[src/pkg/dac_ctrl_pkg.sv]
// Constants and types for the quad DAC update and reset control block
package dac_ctrl_pkg;

   // ==================================================================
   // Frame layout
   localparam int          FRAME_BITS   = 24;
   localparam int          CMD_MSB      = 23;
   localparam int          CMD_LSB      = 20;
   localparam int          ADDR_MSB     = 19;
   localparam int          ADDR_LSB     = 16;
   localparam int          DATA_MSB     = 15;
   localparam int          CHANNELS     = 4;
   localparam int          CODE_BITS    = 16;
   localparam logic [4:0]  FRAME_COUNT  = 5'h18;

   // ==================================================================
   // Command codes
   localparam logic [3:0]  CMD_WRITE_INPUT = 4'h1;
   localparam logic [3:0]  CMD_UPDATE_DAC  = 4'h2;
   localparam logic [3:0]  CMD_WRITE_UPD   = 4'h3;
   localparam logic [3:0]  CMD_MASK_LOAD   = 4'h5;
   localparam logic [3:0]  CMD_SOFT_RESET  = 4'h6;
   localparam logic [3:0]  CMD_REF_SETUP   = 4'h7;

   // ==================================================================
   // Reset values
   localparam logic [15:0] CODE_ZERO_SCALE = 16'h0000;
   localparam logic [15:0] CODE_MIDSCALE   = 16'h8000;
   localparam logic [3:0]  MASK_RESET      = 4'h0;
   localparam logic        REF_OFF_RESET   = 1'b0;

   // ==================================================================
   // Pin synchroniser slots
   localparam int          PIN_COUNT   = 6;
   localparam int          PIN_SCLK    = 0;
   localparam int          PIN_SYNC    = 1;
   localparam int          PIN_SDIN    = 2;
   localparam int          PIN_STROBE  = 3;
   localparam int          PIN_CLEAR   = 4;
   localparam int          PIN_LEVEL   = 5;

   typedef logic [15:0] code_t;

   typedef struct packed {
      logic [3:0]  command_field;
      logic [3:0]  address_field;
      logic [15:0] data;
   } frame_t;

   typedef enum logic [1:0] {
      ST_WAIT_PIN = 2'b00,
      ST_INIT     = 2'b01,
      ST_RUN      = 2'b10
   } ctrl_state_t;

endpackage

[src/rtl/pin_sync.sv]
// Two-stage synchroniser bank for asynchronous pin inputs
`timescale 1ns/1ns
module pin_sync
   import dac_ctrl_pkg::*;
(
   // Clock and reset
   input  wire logic                 clock_i,
   input  wire logic                 rst_n_i,
   // Pins
   input  wire logic [PIN_COUNT-1:0] pins_i,
   input  wire logic [PIN_COUNT-1:0] reset_val_i,
   // Synchronised levels
   output logic      [PIN_COUNT-1:0] pins_o
);

   logic [PIN_COUNT-1:0] meta_r;

   // ==================================================================
   // One pair of flops per pin; first stage feeds only the second
   for (genvar i = 0; i < PIN_COUNT; i++) begin : g_bit
      always_ff @(posedge clock_i or negedge rst_n_i) begin
         if (!rst_n_i) begin
            // Clear slot starts low so a held clear pin keeps init waiting
            meta_r[i] <= (i != PIN_CLEAR);
            pins_o[i] <= (i != PIN_CLEAR);
         end else begin
            meta_r[i] <= pins_i[i];
            pins_o[i] <= meta_r[i];
         end
      end
   end

   logic unused_reset_val;
   assign unused_reset_val = ^reset_val_i;

endmodule

[src/rtl/dac_ctrl.sv]
// Quad DAC serial frame decode, load strobe masking and reset control
`timescale 1ns/1ns

// Operation
// - Mask command copies data bits three..zero
// - Mask bits reset to zero
// - Masked channel ignores strobe falling edge
// - Write input; DAC too if strobe low
// - Update copies input to DAC register
// - Write and update loads both registers
// - Strobe falling edge updates unmasked channels
// - Strobe held low ignores mask bits
// - Clear pin low clears to selected level
// - Cleared value stays after clear release
// - No updates while clear pin low
// - Software reset equals power-on reset
// - Strobe ignored during power-on reset
// - Clear low at power-up delays init
// - Power-up level set by select pin
// - Power-up level held until write
// - Reference command latches data bit zero
// - Command, address, payload field layout
// - 24-bit frame acted on at select rise
// - Write with strobe low updates at rise
// - Deferred update on strobe falling edge
module dac_ctrl
   import dac_ctrl_pkg::*;
(
   // Clock and reset
   input  wire logic                clock_i,
   input  wire logic                rst_n_i,
   // Serial link from host
   input  wire logic                sclk_i,
   input  wire logic                sync_n_i,
   input  wire logic                sdin_i,
   // Control pins
   input  wire logic                load_strobe_n_i,
   input  wire logic                clear_n_i,
   input  wire logic                reset_level_select_i,
   // Register contents
   output code_t     [CHANNELS-1:0] input_code_o,
   output code_t     [CHANNELS-1:0] dac_code_o,
   output logic      [3:0]          strobe_mask_o,
   output logic                     ref_disable_o,
   output logic                     ready_o
);

   // ==================================================================
   // Pin synchronisation and edge detection
   logic [PIN_COUNT-1:0] pins_raw;
   logic [PIN_COUNT-1:0] pins_s;
   logic                 sclk_d_r;
   logic                 sync_d_r;
   logic                 strobe_d_r;
   logic                 sclk_fall;
   logic                 sync_rise;
   logic                 strobe_fall;
   logic                 strobe_s;
   logic                 clear_s;

   assign pins_raw[PIN_SCLK]   = sclk_i;
   assign pins_raw[PIN_SYNC]   = sync_n_i;
   assign pins_raw[PIN_SDIN]   = sdin_i;
   assign pins_raw[PIN_STROBE] = load_strobe_n_i;
   assign pins_raw[PIN_CLEAR]  = clear_n_i;
   assign pins_raw[PIN_LEVEL]  = reset_level_select_i;

   pin_sync u_pin_sync (
      .clock_i     (clock_i),
      .rst_n_i     (rst_n_i),
      .pins_i      (pins_raw),
      .reset_val_i (6'h2F),
      .pins_o      (pins_s)
   );

   assign strobe_s = pins_s[PIN_STROBE];
   assign clear_s  = pins_s[PIN_CLEAR];

   always_ff @(posedge clock_i or negedge rst_n_i) begin
      if (!rst_n_i) begin
         sclk_d_r   <= 1'b1;
         sync_d_r   <= 1'b1;
         strobe_d_r <= 1'b1;
      end else begin
         sclk_d_r   <= pins_s[PIN_SCLK];
         sync_d_r   <= pins_s[PIN_SYNC];
         strobe_d_r <= strobe_s;
      end
   end

   assign sclk_fall   = sclk_d_r & ~pins_s[PIN_SCLK];
   assign sync_rise   = ~sync_d_r & pins_s[PIN_SYNC];
   assign strobe_fall = strobe_d_r & ~strobe_s;

   // ==================================================================
   // Serial shift register
   logic [FRAME_BITS-1:0] shift_r;
   logic [4:0]            bit_cnt_r;
   frame_t                frame;
   logic                  frame_go;

   always_ff @(posedge clock_i or negedge rst_n_i) begin
      if (!rst_n_i) begin
         shift_r   <= '0;
         bit_cnt_r <= '0;
      end else if (pins_s[PIN_SYNC]) begin
         bit_cnt_r <= '0;
      end else if (sclk_fall) begin
         shift_r <= {shift_r[FRAME_BITS-2:0], pins_s[PIN_SDIN]};
         if (bit_cnt_r != FRAME_COUNT) begin
            bit_cnt_r <= bit_cnt_r + 5'h01;
         end
      end
   end

   // Short frames are dropped; extra clocks keep only the last 24 bits
   assign frame    = frame_t'(shift_r);
   assign frame_go = sync_rise && (bit_cnt_r == FRAME_COUNT);

   // ==================================================================
   // Power-up and reset sequencing
   ctrl_state_t state_r;
   logic        run_ok;
   logic        frame_act;
   logic        init_load;
   logic        level_r;
   logic        level_sel;
   code_t       reset_code;

   assign run_ok    = (state_r == ST_RUN) && clear_s;
   assign frame_act = frame_go && run_ok;
   assign init_load = (state_r == ST_INIT);

   always_ff @(posedge clock_i or negedge rst_n_i) begin
      if (!rst_n_i) begin
         state_r <= ST_WAIT_PIN;
      end else begin
         case (state_r)
            ST_WAIT_PIN: begin
               if (clear_s) begin
                  state_r <= ST_INIT;
               end
            end
            ST_INIT: begin
               state_r <= ST_RUN;
            end
            ST_RUN: begin
               if (frame_act && frame.command_field == CMD_SOFT_RESET) begin
                  state_r <= ST_INIT;
               end
            end
            default: begin
               state_r <= ST_WAIT_PIN;
            end
         endcase
      end
   end

   // Select level is caught after reset release, never by the reset itself
   always_ff @(posedge clock_i or negedge rst_n_i) begin
      if (!rst_n_i) begin
         level_r <= 1'b0;
      end else if (state_r != ST_RUN) begin
         level_r <= pins_s[PIN_LEVEL];
      end
   end

   // Outside run the live pin counts, so a soft reset sees a new select level
   assign level_sel  = (state_r == ST_RUN) ? level_r : pins_s[PIN_LEVEL];
   assign reset_code = level_sel ? CODE_MIDSCALE : CODE_ZERO_SCALE;

   always_ff @(posedge clock_i or negedge rst_n_i) begin
      if (!rst_n_i) begin
         ready_o <= 1'b0;
      end else begin
         ready_o <= (state_r == ST_RUN);
      end
   end

   // ==================================================================
   // Strobe mask and reference control
   always_ff @(posedge clock_i or negedge rst_n_i) begin
      if (!rst_n_i) begin
         strobe_mask_o <= MASK_RESET;
      end else if (init_load) begin
         strobe_mask_o <= MASK_RESET;
      end else if (frame_act && frame.command_field == CMD_MASK_LOAD) begin
         strobe_mask_o <= frame.data[3:0];
      end
   end

   always_ff @(posedge clock_i or negedge rst_n_i) begin
      if (!rst_n_i) begin
         ref_disable_o <= REF_OFF_RESET;
      end else if (init_load) begin
         ref_disable_o <= REF_OFF_RESET;
      end else if (frame_act && frame.command_field == CMD_REF_SETUP) begin
         ref_disable_o <= frame.data[0];
      end
   end

   // ==================================================================
   // Per-channel input and DAC registers
   for (genvar ch = 0; ch < CHANNELS; ch++) begin : g_chan
      logic sel;
      logic cmd_write;
      logic cmd_update;
      logic cmd_wrupd;
      logic hw_load;

      assign sel        = frame.address_field[ch];
      assign cmd_write  = frame_act && sel && frame.command_field == CMD_WRITE_INPUT;
      assign cmd_update = frame_act && sel && frame.command_field == CMD_UPDATE_DAC;
      assign cmd_wrupd  = frame_act && sel && frame.command_field == CMD_WRITE_UPD;
      // Masked channels ignore the strobe falling edge, as if the pin stayed high
      assign hw_load    = run_ok && strobe_fall && !strobe_mask_o[ch];

      always_ff @(posedge clock_i or negedge rst_n_i) begin
         if (!rst_n_i) begin
            input_code_o[ch] <= CODE_ZERO_SCALE;
         end else if (init_load || (state_r == ST_RUN && !clear_s)) begin
            input_code_o[ch] <= reset_code;
         end else if (cmd_write || cmd_wrupd) begin
            input_code_o[ch] <= frame.data;
         end
      end

      always_ff @(posedge clock_i or negedge rst_n_i) begin
         if (!rst_n_i) begin
            dac_code_o[ch] <= CODE_ZERO_SCALE;
         end else if (init_load || (state_r == ST_RUN && !clear_s)) begin
            dac_code_o[ch] <= reset_code;
         end else if (cmd_wrupd || (cmd_write && !strobe_s)) begin
            // Strobe held low: write lands in the DAC regardless of mask
            dac_code_o[ch] <= frame.data;
         end else if (cmd_update) begin
            dac_code_o[ch] <= input_code_o[ch];
         end else if (hw_load) begin
            dac_code_o[ch] <= input_code_o[ch];
         end
      end
   end
endmodule

[config.mk]
export PLATFORM = sky130hd
export DESIGN_NAME = dac_ctrl
export DESIGN_NICKNAME = d
export VERILOG_FILES = /design/src/pkg/dac_ctrl_pkg.sv /design/src/rtl/pin_sync.sv /design/src/rtl/dac_ctrl.sv
export SDC_FILE = /design/constraint.sdc
export NUM_CORES = 1
export LEC_CHECK = 0
export ABC_AREA = 1
export BUFFER_PORTS_ARGS = -buffer_cell sky130_fd_sc_hd__buf_2
export CAP_MARGIN = 20
export CORE_UTILIZATION = 50
export CTS_CLUSTER_DIAMETER = 200
export CTS_CLUSTER_SIZE = 20
export DETAILED_ROUTE_END_ITERATION = 6
export MAX_ROUTING_LAYER = met4
export PLACE_DENSITY = 0.72
export SLEW_MARGIN = 40
export SYNTH_ARGS = -nofsm -noshare
export SYNTH_HDL_FRONTEND = slang
export SYNTH_SLANG_ARGS = --single-unit
[constraint.sdc]
create_clock -name clock_i -period 1.9 [get_ports clock_i]
set_input_delay 0 -clock clock_i [delete_from_list [all_inputs] [get_ports clock_i]]
set_output_delay 0 -clock clock_i [all_outputs]
set_load 0.02 [all_outputs]
Word-level counts from Yosys, hierarchy flattened

Cells that the tools add are included.

Reductions and logical operators: 63
Add/sub/neg operators: 1
Bitwise logic cells: 7
Mux-type cells: 36
Eq/ne operators: 13

Operators with widths:

| cell                                                   | number |
|---|---|
| two-way mux 16 bit                                     | 25 |
| logical AND 1 bit                                      | 32 |
| nonzero test 2 bit                                     | 8 |
| nonzero test 4 bit                                     | 4 |
| two-way mux 5 bit                                      | 3 |
| == test 4 x 3 -> 1 bit (second input constant)         | 3 |
| logical OR 1 bit                                       | 9 |
| == test 4 x 2 -> 1 bit (second input constant)         | 2 |
| two-way mux 4 bit                                      | 2 |
| zero test 1 bit                                        | 6 |
| case mux 2 bit (3 select lines)                        | 1 |
| AND reduction 2 bit                                    | 3 |
| adder 5 x 1 -> 5 bit (second input constant)           | 1 |
| == test 5 bit (second input constant)                  | 1 |
| inequality test 5 bit (second input constant)          | 1 |
| == test 4 x 1 -> 1 bit (second input constant)         | 1 |
| two-way mux 2 bit                                      | 2 |
| inequality test 2 bit (second input constant)          | 2 |
| inverter 1 bit                                         | 4 |
| bitwise AND 1 bit                                      | 3 |
| two-way mux 1 bit                                      | 3 |
| == test 2 x 1 -> 1 bit (second input constant)         | 1 |
| == test 2 bit (second input constant)                  | 1 |
| zero test 2 bit                                        | 1 |
| inequality test 2 x 1 -> 1 bit (second input constant) | 1 |

Output and inout port bits: 134
Flip-flop bits (word level): 181
Word-level logic and storage cells: 150

Longest topological paths before layout

Depth in word-level cells: 10
Depth in mapped cells: 14

By module

A second synthesis with hierarchy kept.

Cell total of the unflattened synthesis: 937
Area, all modules: 7971.4 sq um

By module, submodules not included:

| module   | area an instance (sq um) | times used | cells each | sequential area each (sq um) |
|---|---|---|---|---|
| dac_ctrl | 7658.6                   | 1          | 925        | 4232.8 |
| pin_sync | 312.8                    | 1          | 12         | 312.8 |

Least setup slack after synthesis

No wires, ideal clock.

Path type: reg-to-reg
Start point: reg bit_cnt_r[0]
End point: reg dac_code_o[10] in the netlist's numbering
Arrival: 1.835 ns
Period minus slack after synthesis: 1.899 ns
Cell stages (with the launch flop): 13
Setup slack: 0.001 ns
Required time: 1.835 ns
Path buffers: 2
Cells stage by stage: dfrtp_1 > inv_1 > ha_1 > nand2_1 > nor2_2 > buf_4 > nand4_1 > o21ai_4 > nor2_4 > nor2_4 > buf_4 > nand2_1 > nand2_1

Longest elaborated chain between the ends: 9
Elaborated cells on any way between the ends: 13

Ends and longest elaborated chain:

| element                       | RTL line                                          | source |
|---|---|---|
| start, declared               | dac_ctrl.sv:98                                    | `logic [4:0] bit_cnt_r;` |
| start signal, assigned        | dac_ctrl.sv:111                                   | `bit_cnt_r <= bit_cnt_r + 5'h01;` |
| == test 5 bit (*)             | dac_ctrl.sv:118                                   | `assign frame_go = sync_rise && (bit_cnt_r == FRAME_COUNT);` |
| logical AND 1 bit (*)         | dac_ctrl.sv:118                                   |  |
| logical AND 1 bit (*)         | dac_ctrl.sv:131                                   | `assign frame_act = frame_go && run_ok;` |
| logical AND 1 bit (*)         | dac_ctrl.sv:212, dac_ctrl.sv:213, dac_ctrl.sv:214 |  |
| logical AND 1 bit             | dac_ctrl.sv:212                                   | `assign cmd_write = frame_act && sel && frame.command_field == CMD_WRITE_INPUT;` |
| logical AND 1 bit             | dac_ctrl.sv:233                                   | `end else if (cmd_wrupd \|\| (cmd_write && !strobe_s)) begin` |
| logical OR 1 bit              | dac_ctrl.sv:233                                   |  |
| two-way mux 16 bit            | dac_ctrl.sv:233                                   |  |
| two-way mux 16 bit            | dac_ctrl.sv:231                                   | `end else if (init_load \|\| (state_r == ST_RUN && !clear_s)) begin` |
| end signal, assigned by index | dac_ctrl.sv:232                                   | `dac_code_o[ch] <= reset_code;` |
| end signal, assigned by index | dac_ctrl.sv:235                                   | `dac_code_o[ch] <= frame.data;` |
| end signal, assigned by index | dac_ctrl.sv:237                                   | `dac_code_o[ch] <= input_code_o[ch];` |
| end, declared                 | dac_ctrl.sv:42                                    | `output code_t [CHANNELS-1:0] dac_code_o,` |

Every way passes the cells marked *; elsewhere a longest branch is shown, timed or not.
A chain may end at the register's enable or synchronous reset.

Final worst setup path

Start point: reg bit_cnt_r[1]
End point: reg dac_code_o[21] in the netlist's numbering

Same word-level chain as after synthesis.

==> impl_metrics.yaml <==
worst_setup_path:
  crit_path_end_kind: "register"
  crit_required_ps: 2270
  critPathArrivalTime_ps: 2420
  crit_fanout: 7
  path_class: "reg2reg"
  crit_path_start_kind: "register"
drt:
  wl_met1_um: 10400
  drt_iter0_markers: 830
  ant_nets: 0
  dr.pass1.iters: 7
  met3WireLength_um: 1690
  dr_wl_met2_um: 11400
  routedWlPerCell_um: 17.3
  via_count: 7480
  route.top_layer_used: "met4"
  drc_errors: 0
  wl_um: 24200
  vias_per_cell: 5.37
power:
  total_power_mw: 18.3
  cellLeakagePower_nw: 5.95
  powerDensity_mw_per_mm2: 1690
  ir_drop_v: 0.000885
floorplan:
  die_y_um: 128
  rows: 45
  core_area_mm2: 0.0154
  die_x_um: 128
  initial_core_util_pct: 51.8
  ios: 142
  die_area_mm2: 0.0164
layout:
  nets: 1180
  drive_gt1_share_pct: 32.7
  nFillCells: 1168
  fin_area_mm2: 0.0109
  diodes: 0
  post-route-util_pct: 70.7
  area_delta_synth_final_pct: 36.5
logic_synthesis:
  yosysUniqueCellTypes: 31
  syn_area_per_cell_um2: 8.40
  syn-num-nets: 958
  syn_inst: 948
  synthFlopType: "dfrtp_1"
  synth-seq-area-share_pct: 57.1
  synthesis.area_mm2: 0.00797
  synth_seq_cells: 181
  yosysWarnings: 0
  ys_async_sr_fraction_pct: 100
  synth_edf_count: 0
global_route:
  grt_overflow_total: 0
  grt_use_total_pct: 29.2
  grt_pass1_wl_um: 35400
  grt_pass1_vias: 6714
  grt_start_max_net_pins: 58
  antenna_found_initial: 0
timing:
  fin_crit_sh_pct: 108
  clock-skew-final_ps: 6.75
  layout_setup_ws_ps: -149
  max_slew_margin_pct: 63.3
  fmax_ghz: 0.488
  worstMarginPinSlew_ps: 550
  hold_viol: 0
  period_minus_slack_ps: 2050
  rsz0062_at_grt: "true"
  setup_viol_count_final: 97
  slew_viol_final: 0
worst_hold_path:
  min_path_type: "in2async"
cts:
  cts_tree: "yes"
  cts_root_buf: "clkbuf_16"
  cts_buffers: 17
  cts_htree_levels: 4
  cts.path.max_buffers: 2
  cts_sinks: 181
  clk_latency_ps: 430
  clk_pin_slew_worst_paths_ps: 70
placed_design:
  gp_congestion: 0.864
  place_hpwl_um: 15300
  port_buffers: 141
  placed_area_mm2: 0.00940
outcome:
  violations: "setup timing"
  outcome: "finished with violations"
job:
  drv_cap: 0
per-layer routing:
layer  up-vias  GRT usage (%)
li1       3500              -
met3        62           6.05
met5         -              -
met1      3547           39.9
met4         0           9.97
met2       371           43.4
path summary, 6_finish.rpt:
check / start / to / slack, ps / cells after the start
worst max-delay path: bit_cnt_r[1] / dac_code_o[21] / -150 / 16
worst min-delay path: rst_n_i / bit_cnt_r[3] / 120 / 2
worst max register to register: bit_cnt_r[1] / dac_code_o[21] / -150 / 16
worst min register to register: u_pin_sync.meta_r[4] / u_pin_sync.pins_o[4] / 350 / 0
max in group asynchronous: rst_n_i / u_pin_sync.pins_o[3] / 1040 / 3
min in group clock_i: load_strobe_n_i / u_pin_sync.meta_r[3] / 210 / 2
registers in the layout, indices dropped and copies added (netlist names):
signal             flops
ready_o                1
frame                 24
level_r                1
dac_code_o            64
sync_d_r               1
input_code_o          64
state_r                2
bit_cnt_r              5
u_pin_sync.meta_r      6
strobe_d_r             1
sclk_d_r               1
u_pin_sync.pins_o      6
ref_disable_o          1
strobe_mask_o          4
worst max-delay path, cell delays in order, from the launching register on:
cell and delay [ps]:
dfrtp_1 390, inv_2 90, ha_4 150, nand2_4 50, nor2_4 200, buf_6 130, buf_6 90, nand4_1 100
nand2_2 130, nor2_4 60, nand2_4 80, inv_4 40, nor2_4 110, buf_6 120, buf_16 120, nand2_2 40
nand2_1 60
logic make-up (layout without fill, tap and decap cells):
family	after synthesis	count (layout)	synth area share, %
AND/OR/NAND/NOR	569	571	30.3
flip-flops	181	181	57.1
AO/OA/AOI/OAI	110	110	7.33
buffers and inverters	83	316	4.59
multiplexers	3	3	0.424
adder cells (fa/ha/maj)	2	2	0.314
cell usage after synthesis (2+ instances only):
master	number	area [um^2]
mux2_2	3	33.8
clkbuf_1	16	60.1
nand3_1	73	365
buf_2	16	80.1
nand2_2	3	18.8
nand4_2	4	50.1
a21oi_1	18	90.1
nor2_2	6	37.5
o21ai_4	2	32.5
buf_6	2	22.5
nor2_4	8	90.1
inv_2	6	22.5
nor2_1	24	90.1
dfstp_2	13	342
buf_4	5	37.5
nor3_1	4	20.0
dfrtp_1	168	4200
nand4_1	6	37.5
o21ai_0	86	430
ha_1	2	25.0
inv_1	38	143
nand2_1	436	1640
stage by stage:
stage	TNS [ps]	setup slack, ps	hold slack, ps	instances
after floorplan	0	0.510	-296	948
after global placement	-7580	-136	5.37	1324
after detailed placement	-13620	-246	8.09	1324
after CTS	-1260	-60.4	128	1384
after global routing	-17410	-240	171	1394
final	-6410	-149	116	1394
layout by cell type (no fill, tap or decap), drive strengths merged:
cell type	count
dfrtp	168
nand3b	1
o31ai	1
mux2	3
nand2	440
buf	228
clkbuf	26
nand4	10
bufinv	2
inv	46
a211oi	1
ha	2
nor2	41
dfstp	13
o22ai	1
clkinvlp	2
nand3	75
clkinv	5
o21ai	88
a21oi	18
dlygate4sd3	7
o211a	1
nor3	4
final cells by class:
cell class                 instances  area (um^2)  area share, %
inverter                          44          168           1.54
clock inverter                    11          125           1.15
clock buffer                      21          460           4.23
multi-input combinational        686         3450           31.7
sequential                       181         4550           41.8
tap                              211          264           2.43
timing repair buffer             240         1860           17.1
what timing repair did:
item	in CTS	in global routing
setup buffers	18	6
endpoints found under the setup margin	110	117
pin swaps	7	32
gates cloned	3	8
resized for setup	33	140
hold endpoints to repair	60	0
hold buffers	7	0
where the power goes:
part / leakage, nW / internal [mW] / switching (mW)
logic: 3.34 / 3.27 / 5.35
clock network: 0.284 / 2.01 / 1.50
registers: 2.33 / 5.04 / 1.16
No activity file was read; power rests on OpenSTA's default activity.
